## config.mk

```make
export PLATFORM = sky130hd
export DESIGN_NAME = tsq_sequencer
export DESIGN_NICKNAME = d
export VERILOG_FILES = /design/src/tsq_pkg.sv /design/src/tsq_bcast_fifo.sv /design/src/tsq_sequencer.sv
export SDC_FILE = /design/constraint.sdc
export NUM_CORES = 1
export LEC_CHECK = 0
export BUFFER_PORTS_ARGS = -buffer_cell sky130_fd_sc_hd__buf_2
export CORE_ASPECT_RATIO = 1.5
export CORE_MARGIN = 4
export CORE_UTILIZATION = 60
export CTS_CLUSTER_DIAMETER = 200
export DETAILED_ROUTE_END_ITERATION = 12
export HOLD_SLACK_MARGIN = 0.05
export PLACE_DENSITY = 0.86
export SYNTH_ARGS = -nofsm -noshare
export SYNTH_HDL_FRONTEND = slang
export SYNTH_HIERARCHICAL = 1
export SYNTH_SLANG_ARGS = --single-unit
```

## constraint.sdc

```tcl
create_clock -name core_clk_i -period 7.5 [get_ports core_clk_i]
set_input_delay 0.75 -clock core_clk_i [delete_from_list [all_inputs] [get_ports core_clk_i]]
set_output_delay 0.75 -clock core_clk_i [all_outputs]
set_load 0.02 [all_outputs]
```

## src/tsq_pkg.sv

```systemverilog
`default_nettype none
package tsq_pkg;
  // ----------------------------------------------------------------
  // Clock and broadcast timing
  // ----------------------------------------------------------------
  localparam int CLK_MHZ        = 250;
  localparam int BCAST_SLOW_MHZ = 10;
  localparam int BCAST_FAST_MHZ = 20;
  localparam int BCAST_SLOW_CYC = (CLK_MHZ + BCAST_SLOW_MHZ - 1) / BCAST_SLOW_MHZ;
  localparam int BCAST_FAST_CYC = (CLK_MHZ + BCAST_FAST_MHZ - 1) / BCAST_FAST_MHZ;

  // ----------------------------------------------------------------
  // Word layout
  // ----------------------------------------------------------------
  localparam int WORD_W      = 12;
  localparam int BUS_W       = 16;
  localparam int GROUP_WORDS = 3;
  localparam logic [3:0] ID_EVENT   = 4'h1;
  localparam logic [3:0] ID_MONITOR = 4'h8;

  // ----------------------------------------------------------------
  // Broadcast queue
  // ----------------------------------------------------------------
  localparam int FIFO_DEPTH = 8;
  localparam int FIFO_AW    = 3;
  localparam int FIFO_W     = 18;

  // ----------------------------------------------------------------
  // Register map and fields
  // ----------------------------------------------------------------
  localparam logic [7:0] REG_CTRL      = 8'h00;
  localparam logic [7:0] REG_BC_OFFSET = 8'h04;
  localparam logic [7:0] REG_ORBIT_DIV = 8'h08;
  localparam logic [7:0] REG_STATUS    = 8'h0C;
  localparam logic [7:0] REG_SUPP_CNT  = 8'h10;
  localparam logic [7:0] REG_SAVED_BC  = 8'h14;
  localparam logic [7:0] REG_ORBIT_CNT = 8'h18;
  localparam logic [7:0] REG_DROP_CNT  = 8'h1C;
  localparam int CTRL_MODE_LSB = 0;
  localparam int CTRL_FAST_BIT = 2;
  localparam int CTRL_MON_BIT  = 3;
  localparam logic [1:0]  CTRL_MODE_RST = 2'h3;
  localparam logic [11:0] BC_OFFSET_RST = 12'h000;
  localparam logic [15:0] ORBIT_DIV_RST = 16'h0000;

  typedef enum logic [1:0] {
    TSQ_KIND_BC   = 2'b00,
    TSQ_KIND_EVLO = 2'b01,
    TSQ_KIND_EVHI = 2'b10
  } tsq_kind_t;

  typedef enum logic [1:0] {
    TSQ_ST_IDLE = 2'b00,
    TSQ_ST_RX   = 2'b01,
    TSQ_ST_MON  = 2'b10
  } tsq_state_t;
endpackage
`default_nettype wire

```

## src/tsq_bcast_fifo.sv

```systemverilog
`timescale 1ns/1ps
`default_nettype none
module tsq_bcast_fifo
  import tsq_pkg::*;
(
  // Clock and reset
  input  wire logic                core_clk_i,
  input  wire logic                reset_n_i,
  // Control
  input  wire logic                flush_i,
  // Write side
  input  wire logic                wr_en_i,
  input  wire logic [FIFO_W-1:0]   wr_data_i,
  // Read side
  input  wire logic                rd_en_i,
  output logic      [FIFO_W-1:0]   rd_data_o,
  // Status
  output logic                     empty_o,
  output logic                     full_o,
  output logic      [FIFO_AW:0]    free_o
);
  typedef struct packed {
    logic [FIFO_DEPTH-1:0][FIFO_W-1:0] mem;
    logic [FIFO_AW-1:0]                wp;
    logic [FIFO_AW-1:0]                rp;
    logic [FIFO_AW:0]                  cnt;
  } tsq_fifo_state_t;

  tsq_fifo_state_t r;
  tsq_fifo_state_t n;
  logic            do_wr;
  logic            do_rd;

  always_comb begin
    n     = r;
    do_wr = wr_en_i && !full_o;
    do_rd = rd_en_i && !empty_o;
    if (do_wr) begin
      n.mem[r.wp] = wr_data_i;
      n.wp        = r.wp + 1'b1;
    end
    if (do_rd) begin
      n.rp = r.rp + 1'b1;
    end
    n.cnt = r.cnt + {{FIFO_AW{1'b0}}, do_wr} - {{FIFO_AW{1'b0}}, do_rd};
    if (flush_i) begin
      n.wp  = '0;
      n.rp  = '0;
      n.cnt = '0;
    end
  end

  always_ff @(posedge core_clk_i or negedge reset_n_i) begin
    if (!reset_n_i) begin
      r <= '0;
    end else begin
      r <= n;
    end
  end

  assign rd_data_o = r.mem[r.rp];
  assign empty_o   = (r.cnt == '0);
  assign full_o    = (r.cnt == (FIFO_AW+1)'(FIFO_DEPTH));
  assign free_o    = (FIFO_AW+1)'(FIFO_DEPTH) - r.cnt;
endmodule
`default_nettype wire

```

## src/tsq_sequencer.sv

```systemverilog
// Implementation choices: the register offsets and the strobed register port.
`timescale 1ns/1ps
`default_nettype none
// Summary of operation
// - Forward bunch count reset to all boards.
// - Capture bunch counter at each orbit end.
// - Reset every orbit without losing crossings.
// - Subtract offset, merge identifier into event.
// - Queue words, rebroadcast at 10/20 MHz.
// - Monitoring emulates an accept for readout.
// - Allow three monitor requests between accepts.
// - Run start clears, bunch reset advances orbits.
// - Every n orbits assert save-and-reset.
// - Next orbit issues a monitor request.
// - Flow stop blocks accepts, pending readout completes.
// - Flow stop suppresses triggers to timing.
// - Fatal acquisition breakdown cancels queued events.
// - Count accepts suppressed by flow stop.
module tsq_sequencer
  import tsq_pkg::*;
(
  // Clock and reset
  input  wire logic               core_clk_i,
  input  wire logic               reset_n_i,
  // Timing receiver side
  input  wire logic               bunch_count_reset_i,
  input  wire logic               level_one_accept_pulse_i,
  input  wire logic [WORD_W-1:0]  counter_bus_i,
  input  wire logic               run_start_pulse_i,
  // Acquisition side
  input  wire logic               flow_stop_i,
  input  wire logic               flow_resume_i,
  input  wire logic               daq_fatal_i,
  input  wire logic               local_trigger_i,
  // Register port
  input  wire logic [7:0]         reg_addr_i,
  input  wire logic [BUS_W-1:0]   reg_wdata_i,
  input  wire logic               reg_wr_i,
  input  wire logic               reg_rd_i,
  output logic      [BUS_W-1:0]   reg_rdata_o,
  // Crate broadcast
  output logic                    bunch_count_reset_o,
  output logic                    orbit_save_reset_o,
  output logic      [BUS_W-1:0]   bcast_data_o,
  output logic                    bcast_bc_stb_o,
  output logic                    bcast_evlo_stb_o,
  output logic                    bcast_evhi_stb_o,
  output logic                    trigger_to_timing_o,
  output logic                    readout_cancel_o
);
  typedef struct packed {
    logic [1:0]        ctrl_mode;
    logic              rate_fast;
    logic [11:0]       bc_offset;
    logic [15:0]       orbit_div;
    logic [15:0]       orbit_cnt;
    logic              save_reset;
    logic              bcr_out;
    logic [11:0]       local_bc;
    logic [11:0]       saved_bc;
    logic              flow_stop;
    logic [15:0]       supp_cnt;
    logic [15:0]       drop_cnt;
    logic [1:0]        mon_pend;
    logic [23:0]       mon_seq;
    tsq_state_t        state;
    logic [1:0]        cap_mode;
    logic [1:0]        cap_idx;
    logic [BUS_W-1:0]  bcast_data;
    logic [2:0]        bcast_stb;
    logic              bcast_busy;
    logic [4:0]        slot_cnt;
    logic [BUS_W-1:0]  rdata;
    logic              cancel;
    logic              trig_out;
  } tsq_state_s_t;

  tsq_state_s_t      r;
  tsq_state_s_t      n;
  logic              push;
  logic [FIFO_W-1:0] push_data;
  logic              pop;
  logic              flush;
  logic [FIFO_W-1:0] fifo_rd_data;
  logic              fifo_empty;
  logic              fifo_full;
  logic [FIFO_AW:0]  fifo_free;
  logic [4:0]        period;
  logic [4:0]        half;
  logic              mon_add_sw;
  logic              mon_add_orbit;
  tsq_kind_t         kind;

  // ----------------------------------------------------------------
  // Word selection and forming
  // ----------------------------------------------------------------
  function automatic tsq_kind_t word_kind(input logic [1:0] mode, input logic [1:0] idx);
    tsq_kind_t k;
    k = TSQ_KIND_EVLO;
    case (mode)
      2'h0: k = TSQ_KIND_EVLO;
      2'h1: k = TSQ_KIND_BC;
      2'h2: k = (idx == 2'h0) ? TSQ_KIND_EVLO : TSQ_KIND_EVHI;
      2'h3: k = (idx == 2'h0) ? TSQ_KIND_BC : ((idx == 2'h1) ? TSQ_KIND_EVLO : TSQ_KIND_EVHI);
      default: k = TSQ_KIND_EVLO;
    endcase
    return k;
  endfunction

  function automatic logic group_last(input logic [1:0] mode, input logic [1:0] idx);
    logic last;
    last = 1'b1;
    case (mode)
      2'h0, 2'h1: last = (idx == 2'h0);
      2'h2: last = (idx == 2'h1);
      2'h3: last = (idx == 2'h2);
      default: last = 1'b1;
    endcase
    return last;
  endfunction

  function automatic logic [FIFO_W-1:0] form_word(input tsq_kind_t k, input logic [11:0] raw,
                                                  input logic [11:0] off, input logic is_mon);
    logic [FIFO_W-1:0] w;
    w = '0;
    case (k)
      TSQ_KIND_BC:   w = {k, 4'h0, raw - off};
      TSQ_KIND_EVLO: w = {k, (is_mon ? ID_MONITOR : ID_EVENT), raw};
      TSQ_KIND_EVHI: w = {k, 4'h0, raw};
      default:       w = '0;
    endcase
    return w;
  endfunction

  // ----------------------------------------------------------------
  // Next-state logic
  // ----------------------------------------------------------------
  always_comb begin
    n             = r;
    push          = 1'b0;
    push_data     = '0;
    pop           = 1'b0;
    flush         = 1'b0;
    mon_add_sw    = 1'b0;
    mon_add_orbit = 1'b0;
    kind          = TSQ_KIND_BC;
    period        = r.rate_fast ? 5'(BCAST_FAST_CYC) : 5'(BCAST_SLOW_CYC);
    half          = {1'b0, period[4:1]};

    // Bunch reset fan-out and orbit-end capture
    n.bcr_out = bunch_count_reset_i;
    if (bunch_count_reset_i) begin
      n.local_bc = '0;
      n.saved_bc = r.local_bc;
    end else begin
      n.local_bc = r.local_bc + 12'h001;
    end

    // Orbit divider
    if (run_start_pulse_i) begin
      n.orbit_cnt  = '0;
      n.save_reset = 1'b0;
    end else if (bunch_count_reset_i) begin
      if (r.save_reset) begin
        n.save_reset  = 1'b0;
        mon_add_orbit = 1'b1;
      end else if (r.orbit_div != '0 && r.orbit_cnt == r.orbit_div - 16'h0001) begin
        n.orbit_cnt  = '0;
        n.save_reset = 1'b1;
      end else begin
        n.orbit_cnt = r.orbit_cnt + 16'h0001;
      end
    end

    // Flow control
    if (flow_stop_i) begin
      n.flow_stop = 1'b1;
    end else if (flow_resume_i) begin
      n.flow_stop = 1'b0;
    end
    n.trig_out = local_trigger_i && !r.flow_stop;

    // Register writes
    if (reg_wr_i) begin
      case (reg_addr_i)
        REG_CTRL: begin
          n.ctrl_mode = reg_wdata_i[CTRL_MODE_LSB +: 2];
          n.rate_fast = reg_wdata_i[CTRL_FAST_BIT];
          mon_add_sw  = reg_wdata_i[CTRL_MON_BIT];
        end
        REG_BC_OFFSET: n.bc_offset = reg_wdata_i[11:0];
        REG_ORBIT_DIV: n.orbit_div = reg_wdata_i;
        default: n.rdata = n.rdata;
      endcase
    end

    // Capture of receiver and monitor groups
    case (r.state)
      TSQ_ST_RX: begin
        kind      = word_kind(r.cap_mode, r.cap_idx);
        push      = 1'b1;
        push_data = form_word(kind, counter_bus_i, r.bc_offset, 1'b0);
        n.cap_idx = r.cap_idx + 2'h1;
        if (group_last(r.cap_mode, r.cap_idx)) begin
          n.state = TSQ_ST_IDLE;
        end
      end
      TSQ_ST_MON: begin
        kind      = tsq_kind_t'(r.cap_idx);
        push      = 1'b1;
        push_data = form_word(kind, (kind == TSQ_KIND_BC) ? r.local_bc :
                              ((kind == TSQ_KIND_EVLO) ? r.mon_seq[11:0] : r.mon_seq[23:12]),
                              r.bc_offset, 1'b1);
        n.cap_idx = r.cap_idx + 2'h1;
        if (r.cap_idx == 2'h2) begin
          n.state   = TSQ_ST_IDLE;
          n.mon_seq = r.mon_seq + 24'h000001;
        end
      end
      TSQ_ST_IDLE: begin
        if (!level_one_accept_pulse_i && r.mon_pend != 2'h0 && fifo_free >= (FIFO_AW+1)'(GROUP_WORDS)) begin
          n.state    = TSQ_ST_MON;
          n.cap_idx  = 2'h0;
          n.mon_pend = r.mon_pend - 2'h1;
        end
      end
      default: n.state = TSQ_ST_IDLE;
    endcase

    if (level_one_accept_pulse_i) begin
      if (r.flow_stop) begin
        if (r.supp_cnt != 16'hFFFF) begin
          n.supp_cnt = r.supp_cnt + 16'h0001;
        end
      end else if (r.state != TSQ_ST_IDLE || fifo_free < (FIFO_AW+1)'(GROUP_WORDS)) begin
        if (r.drop_cnt != 16'hFFFF) begin
          n.drop_cnt = r.drop_cnt + 16'h0001;
        end
      end else begin
        n.state    = TSQ_ST_RX;
        n.cap_mode = r.ctrl_mode;
        n.cap_idx  = 2'h0;
      end
    end

    // Monitor request accounting, up to three outstanding
    if ((mon_add_sw || mon_add_orbit) && n.mon_pend != 2'h3) begin
      n.mon_pend = n.mon_pend + 2'h1;
    end

    // Reduced-rate rebroadcast
    if (r.bcast_busy && r.slot_cnt != 5'h00) begin
      n.slot_cnt = r.slot_cnt - 5'h01;
      if (n.slot_cnt < half) begin
        n.bcast_stb = 3'h0;
      end
    end else if (!fifo_empty) begin
      pop          = 1'b1;
      n.bcast_busy = 1'b1;
      n.bcast_data = fifo_rd_data[BUS_W-1:0];
      n.bcast_stb  = 3'h1 << fifo_rd_data[FIFO_W-1:BUS_W];
      n.slot_cnt   = period - 5'h01;
    end else begin
      n.bcast_busy = 1'b0;
      n.bcast_stb  = 3'h0;
    end

    // Fatal breakdown
    n.cancel = daq_fatal_i;
    if (daq_fatal_i) begin
      flush        = 1'b1;
      push         = 1'b0;
      pop          = 1'b0;
      n.state      = TSQ_ST_IDLE;
      n.mon_pend   = 2'h0;
      n.bcast_busy = 1'b0;
      n.bcast_stb  = 3'h0;
    end

    // Register reads
    n.rdata = '0;
    if (reg_rd_i) begin
      case (reg_addr_i)
        REG_CTRL:      n.rdata = {12'h000, 1'b0, r.rate_fast, r.ctrl_mode};
        REG_BC_OFFSET: n.rdata = {4'h0, r.bc_offset};
        REG_ORBIT_DIV: n.rdata = r.orbit_div;
        REG_STATUS:    n.rdata = {8'h00, r.state, r.mon_pend, fifo_full, fifo_empty, r.save_reset, r.flow_stop};
        REG_SUPP_CNT:  n.rdata = r.supp_cnt;
        REG_SAVED_BC:  n.rdata = {4'h0, r.saved_bc};
        REG_ORBIT_CNT: n.rdata = r.orbit_cnt;
        REG_DROP_CNT:  n.rdata = r.drop_cnt;
        default:       n.rdata = '0;
      endcase
    end
  end

  always_ff @(posedge core_clk_i or negedge reset_n_i) begin
    if (!reset_n_i) begin
      r           <= '0;
      r.ctrl_mode <= CTRL_MODE_RST;
      r.bc_offset <= BC_OFFSET_RST;
      r.orbit_div <= ORBIT_DIV_RST;
    end else begin
      r <= n;
    end
  end

  // ----------------------------------------------------------------
  // Broadcast queue
  // ----------------------------------------------------------------
  tsq_bcast_fifo u_fifo (
    .core_clk_i (core_clk_i),
    .reset_n_i  (reset_n_i),
    .flush_i    (flush),
    .wr_en_i    (push),
    .wr_data_i  (push_data),
    .rd_en_i    (pop),
    .rd_data_o  (fifo_rd_data),
    .empty_o    (fifo_empty),
    .full_o     (fifo_full),
    .free_o     (fifo_free)
  );

  assign reg_rdata_o         = r.rdata;
  assign bunch_count_reset_o = r.bcr_out;
  assign orbit_save_reset_o  = r.save_reset;
  assign bcast_data_o        = r.bcast_data;
  assign bcast_bc_stb_o      = r.bcast_stb[0];
  assign bcast_evlo_stb_o    = r.bcast_stb[1];
  assign bcast_evhi_stb_o    = r.bcast_stb[2];
  assign trigger_to_timing_o = r.trig_out;
  assign readout_cancel_o    = r.cancel;
endmodule
`default_nettype wire

```

======== Yosys cells after proc, flatten, opt, wreduce, memory -nomap -nowiden ========
Index checks and enable logic that the tools add are counted.
storage, ports and cells
  input bits .............................. 47
  register bits ........................... 335
  output and inout bits ................... 39
  word-level logic and storage cells ...... 193
cells by class
  bitwise gates (word level) .............. 4
  eq/ne operators ......................... 25
  add/sub/neg operators ................... 18
  reduce and logical (&&, ||, !) cells .... 40
  order comparisons ....................... 6
  multiplexer cells ....................... 64
  shifts and indexed selects .............. 1
operator list
  operator               count
  $bwmux 144             1
  $pmux 16 s8            1
  $pmux 18 s3            2
  $bmux 18 s3            1
  $demux 18 s3           1
  $add 16x1->16 const B  3
  $mux 16                3
  $mux 12                3
  $mux 18                2
  $pmux 18 s2            1
  $mux 17                2
  $eq 8x5->1 const B     4
  $ne 16x16->1 const B   2
  $mux 2                 13
  $add 24x1->24 const B  1
  $sub 12x12->12         2
  $mux 6                 3
  $mux 1                 17
  $eq 16x16->1           1
  $eq 8x4->1 const B     2
  $reduce_bool 16->1     1
  $sub 16x1->16 const B  1
  $mux 5                 3
  $add 12x1->12 const B  1
  40 further kinds       87

======== Depth between registers and ports, before layout ========
Gate-level depths: netlist of the first run.
  depth in word-level cells ............... 10
  depth in mapped cells ................... 18
  depth with buffers taken out ............ 17

======== By module ========
The synthesis of the first run kept the hierarchy.
by module, submodules not included
  module          area an instance (um2)  cells each  sequential area each (um2)  times used
  tsq_sequencer   10827.9                 1135        4531.8                      1
  tsq_bcast_fifo  7191.9                  439         3853.7                      1

======== Least setup slack after synthesis of the first run ========
OpenSTA, ideal clock, no wires.
  path kind ............................... register -> register
  start ................................... register r[43] (netlist name)
  end ..................................... register u_fifo/r[110] in the netlist's numbering
  setup time .............................. 0.066 ns
  path buffers ............................ 2
  stages on the path, launching flop included .. 19
  arrival ................................. 3.661 ns
  slack ................................... 3.774 ns
  clock period less this slack ............ 3.726 ns
  data required time ...................... 7.434 ns
  cells stage by stage .................... dfrtp_1 > inv_1 > ha_1 > clkbuf_1 > clkbuf_1 > nor2_1 > a21oi_1 > ha_1 > inv_1 > fa_1 > a21o_1 > a21oi_1 > o21ai_1 > a31o_2 > a21oi_1 > xnor2_1 > a31oi_1 > a21oi_1 > mux2_2
RTL lines
  what                  line                  text
  end signal, assigned  tsq_bcast_fifo.sv:57  r <= n;
  end, declared         tsq_bcast_fifo.sv:29  tsq_fifo_state_t r;

==> run summary, run 1 <==
The final-report hold violation count came out at 0. The sequential cell area fraction in the yosys report is 46.54%. The starting density of the core came out at around 61%. In the routed layout, each cell is associated on average with a via count of about 6.

The die width is 149.5 um. From synthesis to final layout, the design area changed by 8.207%. The cell area after synthesis came out at approximately 18000 um2. The via count of the first global-routing pass is 12860.

The headroom to the max-slew limit is between 10% and 20%. The number of buffers inserted for hold repair after clock tree synthesis is 0. The slew of the pin with the lowest slew margin came out at approximately 1200 ps. The initial detailed-routing violation count is about 920. The worst path needs between 4000 and 5000 ps of the cycle, external delays included. The filler cells instantiated in the layout total between 2000 and 2500. The area fraction of the dominant cell type after synthesis is between 40% and 50%. The fraction of met1 tracks used by global routing is 31.12%. The share of total power dissipated in combinational logic is approximately 22%. The placeable core area is 29580 um2. The clock skew came out at about 25 ps. The power density over the cells came out at 239.9 nW/um2. Dividing the detail-routed wire length by the instance count gives 21.06 um. The count of pins on the block boundary is 86. The vias after detailed routing is between 10000 and 15000.

The number of instances resized during post-cts repair came out at 0. Entering global routing, the biggest net connects around 140 pins. The die span in y is 220.3 um. Among the stages of the critical path, the cell type that occurs most often is sky130_fd_sc_hd__a21oi_1. Once layout is complete, the cells apart from fillers number 2029. The die covers about 33000 um2. The peak ir drop on the vdd network is 0.2297 mV. Of the total power, the clock network draws 35.3%. The gate count of the mapped netlist is around 1600. The worst setup path is captured at a flop. Traced cell by cell, the critical path runs through inv_1 > ha_1 > nor2_1 > a21oi_1 > ha_1 > inv_1 > fa_1 > a21o_1 > a21oi_1 > o21ai_1 > a31o_2 > a21oi_1 > xnor2_1 > a31oi_1 > a21oi_1 > mux2_2.

STA classifies the critical path startpoint as a flop. The count of state elements after synthesis came out at around 340. The clock latency of the later-clocked register in the worst-skew pair is slightly below 600 ps.

The unique cell type count in the Yosys netlist came out at 83. CTS saw roughly 340 sinks. On the worst path, the slowest cell contributes a delay of 740 ps. Ranked by total cell area, the synthesized netlist is headed by sky130_fd_sc_hd__dfrtp_1 (46%), sky130_fd_sc_hd__mux2_2 (11%), sky130_fd_sc_hd__mux4_2 (4.5%), sky130_fd_sc_hd__xnor2_1 (3.7%), sky130_fd_sc_hd__ha_1 (3.5%).

The number of setup violations in the final report came out at 0. The total clock buffers created by CTS is 30. Total power for the finished layout comes to 4.678 mW.

Setup total negative slack on the finished layout was measured at 0 ps. Ranked by instance count, the synthesized netlist is headed by sky130_fd_sc_hd__dfrtp_1 (333), sky130_fd_sc_hd__mux2_2 (179), sky130_fd_sc_hd__nand2_1 (156). The critical path contains buffers and inverters numbering 2 combined. The number of standard-cell rows in the floorplan came out at 77. Of the total power, the share spent switching nets is between 30% and 40%. The number of H-tree levels came out at 1.

The routability congestion estimate from global placement came out at between 0.9 and 1. The layer flagged by global routing as most heavily used is met2. The number of antenna violations at the first check in global routing is 2.

The run finished, with violations left. The number of nets in the layout is 1711. The maximum fanout along the worst path came out at 29. The worst-case clock buffer depth is 3. The required time reported for the critical path endpoint is approximately 8000 ps. The final reports fail on design-rule violations. The total of warnings raised by yosys is 6. The final count of pins violating max slew came out at 0. The fraction of the cycle the final worst path needs came out at 59.66%. Including well taps, the total number of placed cells is about 2000. Global routing finished with a remaining overflow of 0. For this run, design rule violations remaining after detail routing come to 2.

The number of setup buffers added after CTS is 0. The total wirelength of the detailed-routed design came out at ~43 mm. Setup repair after global routing left no endpoint under its margin.

The clock slew seen by the registers of the worst setup and hold paths is around 70 ps. Sequential cells account for a little over two fifths of the total power. The most used flip-flop cell after synthesis is sky130_fd_sc_hd__dfrtp_1. Counting flops with a built-in enable in the synthesized netlist gives 0. The all-layer global routing usage came out at a little over a quarter. Max-cap violations in this run came to 0. The routing usage on met2 came out at between 40 and 50%. The sequential standard cell area came out at 8387 um2. The most common cell in the synthesized netlist is sky130_fd_sc_hd__dfrtp_1. The met3 global-route usage is under 10%.

TritonCTS built the clock tree. The layout cell share with drive strength beyond 1 came out at 24.49%. Timing would allow up to about 220 MHz. The path type of the worst setup path is reg2reg. In the final layout, the multi-input gates occupy 8882 um2.

In the synthesized netlist the async set-or-reset flop fraction comes to 100.0%. The cell leakage power came out at about 9 nW. The synthesized area per cell is roughly 11 um2. The antenna violation net count after detailed routing came out at 0. The cell family contributing the most delay on the critical path is compound AO/OA/AOI/OAI gates. The first-pass GRT wire length is about 68 mm. The cell taking the most area after synthesis is sky130_fd_sc_hd__dfrtp_1. For this design the total switching power over the nets is around 1.4 mW. The largest individual stage delay along the critical path comes from the cell sky130_fd_sc_hd__ha_1. The path class of the tightest hold or removal check is in2async. The internal portion of total power came out at 3.252 mW. The tree is rooted in a sky130_fd_sc_hd__clkbuf_16.

The number of input and output port buffers inserted came out at 85. The detailed-router iteration count before antenna repair is 12. The placed wire-length estimate came out at around 30 mm. The endpoint arrival time on the critical path is roughly 5000 ps.
power groups by stage:
stage               registers [mW]  clock network, mW  logic (mW)
floorplan                     2.02                  0       0.759
global placement              2.04                  0       0.959
detailed placement            2.05                  0       0.998
CTS                           2.02               1.68        1.01
global route                  2.03               1.75        1.11
finish                        2.02               1.65        1.00
through the flow:
| stage | setup WS [ps] | util [%] | hold slack (ps) | instance area [um2] |
|---|---|---|---|---|
| after global placement | 3367 | 62.32 | 457.3 | 18430 |
| after detailed placement | 3176 | 62.32 | 459.1 | 18430 |
| final | 3026 | 65.93 | 234.4 | 19500 |
| after global routing | 2714 | 65.92 | 335.8 | 19500 |
| after CTS | 3111 | 65.92 | 318.7 | 19500 |
| after floorplan | 3774 | - | 444.1 | 18080 |
flip-flops by register name, summed over array words and instances (netlist names):
signal,count
bcast_data_o,16
reg_rdata_o,16
readout_cancel_o,1
trigger_to_timing_o,1
u_fifo/r,154
bcast_evhi_stb_o,1
bcast_evlo_stb_o,1
r,142
bcast_bc_stb_o,1
bunch_count_reset_o,1
orbit_save_reset_o,1
logic make-up after synthesis:
| logic type | synth area share (%) |
|---|---|
| and+or+nand+nor | 12.52 |
| DFF | 46.54 |
| muxes | 19.36 |
| AOI/OAI and AO/OA | 7.319 |
| buffers and inverters | 4.486 |
| xor gates and xnor gates | 5.833 |
| adders and majority gates | 3.930 |
| other | 0.02081 |
layer usage:
layer	share of wire [%]	wire length, um	vias up
met1	38	16270	6279
met3	5.5	2338	134
met5	0.066	28	-
li1	-	-	5626
met4	5.1	2186	4
met2	51	21910	455
layout make-up:
| type | instances | area share (%) |
|---|---|---|
| Multi-Input combinational cell | 1104 | 45.55 |
| Sequential cell | 335 | 43.01 |
| Clock buffer | 41 | 4.267 |
| Timing Repair Buffer | 93 | 2.541 |
| Tap cell | 395 | 2.535 |
| Clock inverter | 14 | 1.194 |
| Inverter | 46 | 0.8855 |
| Antenna cell | 1 | 0.01283 |
worst paths after layout:
kind,start,endpoint,slack (ps),cells after the start
setup / recovery,r[43],u_fifo/r[92],3030,16
hold / removal,reset_n_i,r[134],230,1
setup reg to reg,r[43],u_fifo/r[92],3030,16
hold reg to reg,bcast_data_o[12],bcast_data_o[12],470,2
max in group asynchronous,reset_n_i,u_fifo/r[35],5620,2
min in group core_clk_i,flow_stop_i,r[107],340,2
worst register-to-register path, stage by stage, from the launching register on:
cell,delay [ps]
sky130_fd_sc_hd__dfrtp_1,420
sky130_fd_sc_hd__inv_1,140
sky130_fd_sc_hd__ha_1,740
sky130_fd_sc_hd__nor2_1,120
sky130_fd_sc_hd__a21oi_1,190
sky130_fd_sc_hd__ha_1,200
sky130_fd_sc_hd__inv_1,50
sky130_fd_sc_hd__fa_1,400
sky130_fd_sc_hd__a21o_1,200
sky130_fd_sc_hd__a21oi_1,260
sky130_fd_sc_hd__o21ai_1,130
sky130_fd_sc_hd__a31o_2,240
sky130_fd_sc_hd__a21oi_1,170
sky130_fd_sc_hd__xnor2_1,140
sky130_fd_sc_hd__a31oi_1,120
sky130_fd_sc_hd__a21oi_1,580
sky130_fd_sc_hd__mux2_2,290
placed cells by master, fill, tap and decap left out, types with 5 or more instances in the layout:
cell type,instances
sky130_fd_sc_hd__buf_4,8
sky130_fd_sc_hd__and3_1,22
sky130_fd_sc_hd__clkbuf_16,30
sky130_fd_sc_hd__mux2_1,33
sky130_fd_sc_hd__nand2b_1,10
sky130_fd_sc_hd__a21oi_1,34
sky130_fd_sc_hd__a31oi_1,20
sky130_fd_sc_hd__and4_1,5
sky130_fd_sc_hd__mux2i_1,29
sky130_fd_sc_hd__nor2_1,81
sky130_fd_sc_hd__clkbuf_1,7
sky130_fd_sc_hd__xor2_1,43
sky130_fd_sc_hd__nor3_1,13
sky130_fd_sc_hd__a21o_1,7
sky130_fd_sc_hd__buf_2,84
sky130_fd_sc_hd__nand2_1,156
sky130_fd_sc_hd__dfrtp_1,332
sky130_fd_sc_hd__mux4_2,36
sky130_fd_sc_hd__bufinv_16,5
sky130_fd_sc_hd__and2_1,9
sky130_fd_sc_hd__conb_1,16
sky130_fd_sc_hd__o21ai_0,47
sky130_fd_sc_hd__nand3_1,47
sky130_fd_sc_hd__o21ai_1,6
sky130_fd_sc_hd__nor2b_1,23
sky130_fd_sc_hd__mux2_2,179
sky130_fd_sc_hd__a22oi_1,16
sky130_fd_sc_hd__or3_1,10
sky130_fd_sc_hd__a221oi_1,5
sky130_fd_sc_hd__inv_1,46
sky130_fd_sc_hd__xnor2_1,77
sky130_fd_sc_hd__o22ai_1,5
sky130_fd_sc_hd__nor2_2,11
sky130_fd_sc_hd__ha_1,51
sky130_fd_sc_hd__nand4_1,19
sky130_fd_sc_hd__a222oi_1,13
Power figures use the tool's default switching activity.
==> inputs of run 2 (changes only) <==
==> constraint.sdc (replaced) <==
create_clock -name core_clk_i -period 4.5 [get_ports core_clk_i]
set_input_delay 0.45 -clock core_clk_i [delete_from_list [all_inputs] [get_ports core_clk_i]]
set_output_delay 0.45 -clock core_clk_i [all_outputs]
set_load 0.02 [all_outputs]
==> run 2 against run 1 <==
Compared with the run above:
- combinational power up 65%
- power up 74%
- largest cell class unchanged
- die area is the same
- the run now ends clean
- worst setup slack got worse by 2700 ps
- clock power up 88%
- critical path depth is 2 lower
- critical path type unchanged
- core utilization is 0.82 points higher
- cell count grew 0.69%
- highest routed layer unchanged
- maximum frequency increased by 8.1%
- critical endpoint is now u_fifo/r[37]
- clock skew grew 2.1 ps
- sequential cell count did not move
==> run summary, run 2 (synthesized netlist as in run 1, its figures left out) <==
The path type of the worst setup path is reg2reg. The cell family with the largest share of critical-path delay is compound AO/OA/AOI/OAI gates. The number of H-tree levels is 2. At the pin with the least slew margin, the transition time is about 1100 ps.

The number of input and output port buffers inserted is 85. The final-report hold violation count is 0. The tightest min-delay check is of the in2reg type. The cell leakage power is a little over 9 nW. Global routing consumed, over all layers together, between 20% and 30% of the routing resources. At the end of routability-driven placement, the weighted congestion stood at just under 1. The number of setup buffers added after CTS is 0. The headroom to the max-slew limit came out at 25.45%. The clock skew came out at roughly 27 ps. The first-pass GRT wire length is roughly 70 mm. The vias after detailed routing came out at between 10000 and 15000. The number of nets in the layout came out at about 1700. The layout cell share with drive strength beyond 1 is 25.44%. The number of setup violations in the final report came out at 0.

The remaining global-route overflow is 0. The die span in y came out at between 200 and 250 um. The number of vias per cell is a little over 6. Registers take between 8000 and 9000 um2.

The area used by multi-input combinational logic came out at a little under 9000 um2. The post-detailed-route wirelength per cell came out at 21.07 um. The register with the highest flop count is u_fifo/r. The largest incremental delay on the critical path came out at 540 ps. The register with the most flip-flops in the layout has ~150 of them. The clock slew seen by the registers of the worst setup and hold paths came out at around 60 ps. The peak ir drop on the vdd network is 0.3610 mV. The maximum fanout along the worst path came out at 9. The total clock buffers created by CTS came out at 34. The initial detailed-routing violation count came out at between 900 and 1000. The largest net degree at the start of global routing came out at 157.

After layout, the worst setup slack is between 300 and 400 ps. The die width is 149.5 um. The TritonCTS clock tree is built. The via count of the first global-routing pass came out at around 13000. The flow ran to the end, and the final reports show no timing, DRC or antenna violations. Setup repair after global routing left no endpoint under its margin. Traced cell by cell, the critical path runs through inv_1 > ha_1 > mux2i_1 > o21ai_0 > ha_1 > nor2b_1 > o21ai_0 > a21oi_1 > a311oi_1 > xnor2_1 > a32o_1 > a31oi_1 > a21oi_1 > mux2_2. The power density over the cells is just over 400 nW/um2. The number of buffer and inverter instances along the worst setup path came out at 1. The achievable frequency is between 200 and 250 MHz. Fill cells in the final layout number between 2000 and 2500. The number of standard-cell rows in the floorplan came out at between 70 and 80.

The number of gates resized after CTS was 0. The total wirelength of the detailed-routed design is ~43 mm. The top cell types in the final layout, fill and taps aside, are sky130_fd_sc_hd__dfrtp_1 (332), sky130_fd_sc_hd__mux2_2 (179), sky130_fd_sc_hd__nand2_1 (156). The placeable core area came out at ~30000 um2.

STA puts the critical path data arrival time at 4610 ps. The largest individual stage delay along the critical path comes from the cell sky130_fd_sc_hd__a21oi_1. The detailed-router iteration count before antenna repair is 8. The sum of negative setup slack is 0 ps. Dividing the final minimum period by the clock period gives ~92%. The reg-to-reg setup timing slack is between 300 and 400 ps. The number of antenna violations at the first check in global routing is 1. The antenna violation net count after detailed routing is 0. The final count of pins violating max slew came to 0. The clock root buffer is sky130_fd_sc_hd__clkbuf_16.

The clock sink count came out at around 340. Prior to clock tree synthesis, the placed netlist has a worst setup slack of between 500 and 600 ps. In the final layout, the registers with the most flip-flops are u_fifo/r: 154 flops, r: 142 flops. Leaving out fill and tap cells, the most frequent cell in the layout is sky130_fd_sc_hd__dfrtp_1.

STA classifies the critical path startpoint as a flop. The placed instance area came out at 18490 um2. The die outline area is between 30000 and 40000 um2. In the routed design, unresolved DRC markers number 0. The post-route worst hold slack came out at around 110 ps.

The starting density of the core came out at between 60% and 70%. The HPWL after detailed placement is approximately 30 mm. The clock latency of the later-clocked register in the worst-skew pair is 530 ps. In this run the deepest clock path goes through 3 buffers. The number of max-capacitance violations reported is 0. The post-route minimum period is ~4100 ps. Relative to the synthesized area, the layout overhead comes to 9.561%. In this run the count of I/O pins placed on the die edge is between 80 and 90.

The element type at the critical path end is a flop. STA puts the critical path data required time at between 4000 and 5000 ps. The post-route cell area came out at between 15000 and 20000 um2.
[run 2: changes by cell type in the layout (fill, tap and decap cells not counted), moves of 2 or more]
cell / change
sky130_fd_sc_hd__bufinv_16: +2
sky130_fd_sc_hd__inv_6: +2
sky130_fd_sc_hd__clkbuf_16: +4
sky130_fd_sc_hd__clkbuf_1: -6
sky130_fd_sc_hd__clkinv_2: +3
sky130_fd_sc_hd__buf_4: +5
sky130_fd_sc_hd__clkinvlp_4: +2
[run 2: stage by stage]
stage	total power, mW	util [%]	cells
floorplan	4.624	-	1589
global placement	5.021	62.51	1979
detailed placement	5.092	62.51	1979
CTS	8.207	66.74	2042
global route	8.533	66.74	2042
finish	8.156	66.75	2043
[run 2: routing by layer]
metal / part of all wire (%) / global-route usage (%) / vias to the layer above
met5: 0.030 / 0 / -
met4: 6.2 / 14.66 / 2
met3: 5.3 / 3.852 / 164
met2: 51 / 47.27 / 500
met1: 37 / 31.31 / 6436
li1: - / - / 5644
[run 2: area by class of cell]
type | instances | share of cell area [%]
multi-input cells | 1104 | 44.99
clock buffers | 40 | 4.677
repair buffers | 100 | 2.852
well taps | 395 | 2.503
diodes | 1 | 0.01268
clock inverters | 22 | 1.610
flip-flops and latches | 335 | 42.48
inverters | 46 | 0.8746
[run 2: final timing paths]
kind | from | to | cells past startpoint
setup / recovery | r[44] | u_fifo/r[37] | 14
hold / removal | flow_stop_i | r[107] | 2
setup reg to reg | r[44] | u_fifo/r[37] | 14
hold reg to reg | bcast_data_o[5] | bcast_data_o[5] | 2
max in group asynchronous | reset_n_i | r[21] | 3
min in group asynchronous | reset_n_i | r[52] | 2
[run 2: power by group]
group | internal, mW | switching [mW] | leakage, nW
Sequential | 3.18 | 0.220 | 4.61
Combinational | 0.659 | 0.989 | 3.97
Clock | 1.89 | 1.22 | 0.604
Total | 5.73 | 2.43 | 9.19
[run 2: timing repair]
item                       in CTS  in global routing
hold buffers                    1                  0
hold endpoints to repair       61                  0
setup endpoints to repair       0                  0
==> inputs of run 3 (changes only) <==
--- a/config.mk
+++ b/config.mk
@@ -6,7 +6,6 @@
 export NUM_CORES = 1
 export LEC_CHECK = 0
 export BUFFER_PORTS_ARGS = -buffer_cell sky130_fd_sc_hd__buf_2
-export CORE_ASPECT_RATIO = 1.5
 export CORE_MARGIN = 4
 export CORE_UTILIZATION = 60
 export CTS_CLUSTER_DIAMETER = 200
==> run 3 against run 2 <==
Compared with the run above:
- non-clock buffer count up 2
- cell count down 0.24%
- largest cell class unchanged
- combinational power about the same
- core utilization shrank 0.37 points
- die area fell by 0.18%
- final area fell by 0.35%
- sequential power is essentially flat
- worst hold slack got worse by 2.2 ps
- sequential cell count unchanged
- critical path type unchanged
==> run summary, run 3 (synthesized netlist as in run 1, its figures left out) <==
The number of setup buffers added after CTS came out at 0. The area growth from synthesis to final layout came out at 9.179%. Counting flops per register, the top entry is u_fifo/r. The remaining global-route overflow came out at 0. The setup slack at placement came out at about 490 ps.

The via count of the first global-routing pass is 13110. The number of max-capacitance violations reported is 0. The design draws 7.986 mW.

For the final database, setup skew stands at 25.16 ps. The clock slew seen by the registers of the worst setup and hold paths came out at roughly 60 ps. The library cell used most frequently in the layout, excluding fill and tap cells, is sky130_fd_sc_hd__dfrtp_1. The maximum fanout along the worst path is 16. The routed design could run at a clock period as short as 4124 ps. The post-detailed-route wirelength per cell came out at about 21 um. The fraction of the cycle the final worst path needs came out at between 90% and 100%. The clock latency of the later-clocked register in the worst-skew pair is approximately 520 ps. In this run, CTS created clock tree buffers numbering 36. The number of cells after detailed placement came out at around 2000. The placed wire-length estimate came out at just under 30 mm.

The floorplan has between 60 and 70 rows. The path class of the lowest-slack min-delay path is in2reg. The initial detailed-routing violation count is ~1300. The largest net degree at the start of global routing came out at between 100 and 150. The run finished with clean final reports.

The cell depth of the worst min-delay path is 2. The number of flip-flops under the largest register name is about 150. The number of input and output port buffers inserted came out at 85. The path type of the worst setup path is reg2reg. For this design the static power due to leakage is 9.167 nW.

The peak ir drop on the vdd network is 0.2755 mV. The kind of start point of the critical path is a flop. The count of cells in the finished layout, fillers not included, comes to ~2000. The detailed-router iteration count before antenna repair is 6. The clock sink count came out at around 340.

The top cell types in the final layout, fill and taps aside, are sky130_fd_sc_hd__dfrtp_1 (332), sky130_fd_sc_hd__mux2_2 (179), sky130_fd_sc_hd__nand2_1 (156). The headroom to the max-slew limit is 23.78%. The worst setup path is captured at a flop. The tree is rooted in a sky130_fd_sc_hd__clkbuf_16. The startpoint of the worst setup timing path is r[43]. The DRC violation count after routing came out at 0. In this run the critical register-to-register path is launched from r[43]. The post-route cell area is 19670 um2. The repair_antennas step left the layout with diodes totalling 0. The layout cell share with drive strength beyond 1 is about a quarter. The worst-case clock buffer depth came out at 3. After detailed routing, the number of vias per cell comes to just over 6. For this block, the via count after detailed routing is between 10000 and 15000. The number of cells on the worst reg-to-reg path is 15. The achievable frequency came out at around 240 MHz. The slew of the pin with the lowest slew margin is between 1000 and 1500 ps. The start point of the worst min-delay path is run_start_pulse_i.

The final count of pins violating max slew came out at 0. Summing all placed instances gives a cell area of roughly 18000 um2. The number of antenna violations at the first check in global routing is 0. The starting density of the core came out at 60.80%. The die width is about 180 um. The filler cell count in the final layout came out at around 2100.

The number of setup violations in the final report came out at 0. The all-layer global routing usage came out at 26.23%. For this design the ratio of total power to cell area is 405.9 nW/um2. The die span in y came out at approximately 180 um. The die outline area came out at about 33000 um2.

TritonCTS built the clock tree. The routability congestion estimate from global placement is just over 0.9. In the final layout, the registers with the most flip-flops are u_fifo/r: 154 flops, r: 142 flops.

The final-report hold violation count came out at 0. At the worst endpoint, the required time is a little under 5000 ps. The first global-routing pass estimated between 70 and 80 mm of wire.

Data on the critical path arrives at its endpoint at around 4600 ps. Adding up every negative setup slack in the final design gives 0 ps. In this run the count of I/O pins placed on the die edge is 86.

Across all setup checks in the final design, the least slack found is approximately 380 ps. The antenna violation net count after detailed routing came out at 0. Setup repair after global routing left no endpoint under its margin. The number of nets in the layout is approximately 1700. The number of H-tree levels came out at 2. The total wirelength of the detailed-routed design came out at about 43 mm. The placeable core area is ~30000 um2.
==> run 3: cell types whose count changed in the layout (fill, tap and decap cells not counted) <==
cell	delta
sky130_fd_sc_hd__clkinv_4	+2
sky130_fd_sc_hd__clkinv_2	-3
sky130_fd_sc_hd__bufinv_16	-4
sky130_fd_sc_hd__diode_2	-1
sky130_fd_sc_hd__clkinvlp_4	-4
sky130_fd_sc_hd__buf_4	+2
sky130_fd_sc_hd__clkbuf_1	+6
sky130_fd_sc_hd__clkbuf_16	+2
==> run 3: final cells by class <==
type,instances,area (um2),area share (%)
Inverter,46,172.7,0.8776
Multi-Input combinational cell,1104,8882,45.15
Clock buffer,48,996.0,5.062
Clock inverter,13,170.2,0.8649
Timing Repair Buffer,102,578.1,2.938
Sequential cell,335,8387,42.63
Tap cell,390,488.0,2.480
==> run 3: worst max-delay path: stages (launching register included) <==
cell and delay [ps]:
sky130_fd_sc_hd__dfrtp_1 410, sky130_fd_sc_hd__inv_1 130, sky130_fd_sc_hd__ha_1 430, sky130_fd_sc_hd__buf_4 280
sky130_fd_sc_hd__nand2_1 60, sky130_fd_sc_hd__o21ai_0 140, sky130_fd_sc_hd__ha_1 330, sky130_fd_sc_hd__and2_1 200
sky130_fd_sc_hd__a21o_1 200, sky130_fd_sc_hd__a22o_1 190, sky130_fd_sc_hd__a31oi_1 190, sky130_fd_sc_hd__a21oi_1 120
sky130_fd_sc_hd__xor2_1 160, sky130_fd_sc_hd__mux2i_1 140, sky130_fd_sc_hd__o311ai_1 720, sky130_fd_sc_hd__mux2_2 310
==> run 3: final timing paths <==
kind / endpoint / slack [ps]
setup / recovery: u_fifo/r[147] / 380
hold / removal: r[135] / 100
setup reg to reg: u_fifo/r[147] / 380
hold reg to reg: bcast_data_o[9] / 470
max in group asynchronous: reg_rdata_o[5] / 2800
min in group asynchronous: bcast_data_o[12] / 570
==> run 3: repair_timing <==
action | 4_1_cts | 5_1_grt
resized for setup | 0 | 0
hold buffers | 1 | 0
setup endpoints to repair | 0 | 0
hold endpoints to repair | 21 | 0
==> run 3: power breakdown <==
group | internal, mW | leakage, nW | switching (mW)
Clock | 1.74 | 0.575 | 1.21
Combinational | 0.656 | 3.98 | 0.991
Sequential | 3.18 | 4.61 | 0.213
Total | 5.58 | 9.17 | 2.41
==> run 3: routing by layer <==
metal	global-route usage, %	up-vias	wire length [um]
li1	-	5654	-
met5	0	-	0
met2	42.47	466	20460
met1	36.35	6393	18120
met3	3.946	120	2740
met4	9.607	0	1660
==> run 3: stage by stage <==
stage / hold WS, ps / util, %
CTS: 96.27 / 66.38
global placement: 458.1 / 62.41
finish: 104.4 / 66.38
global route: 100.1 / 66.38
floorplan: 154.4 / -
detailed placement: 461.7 / 62.41
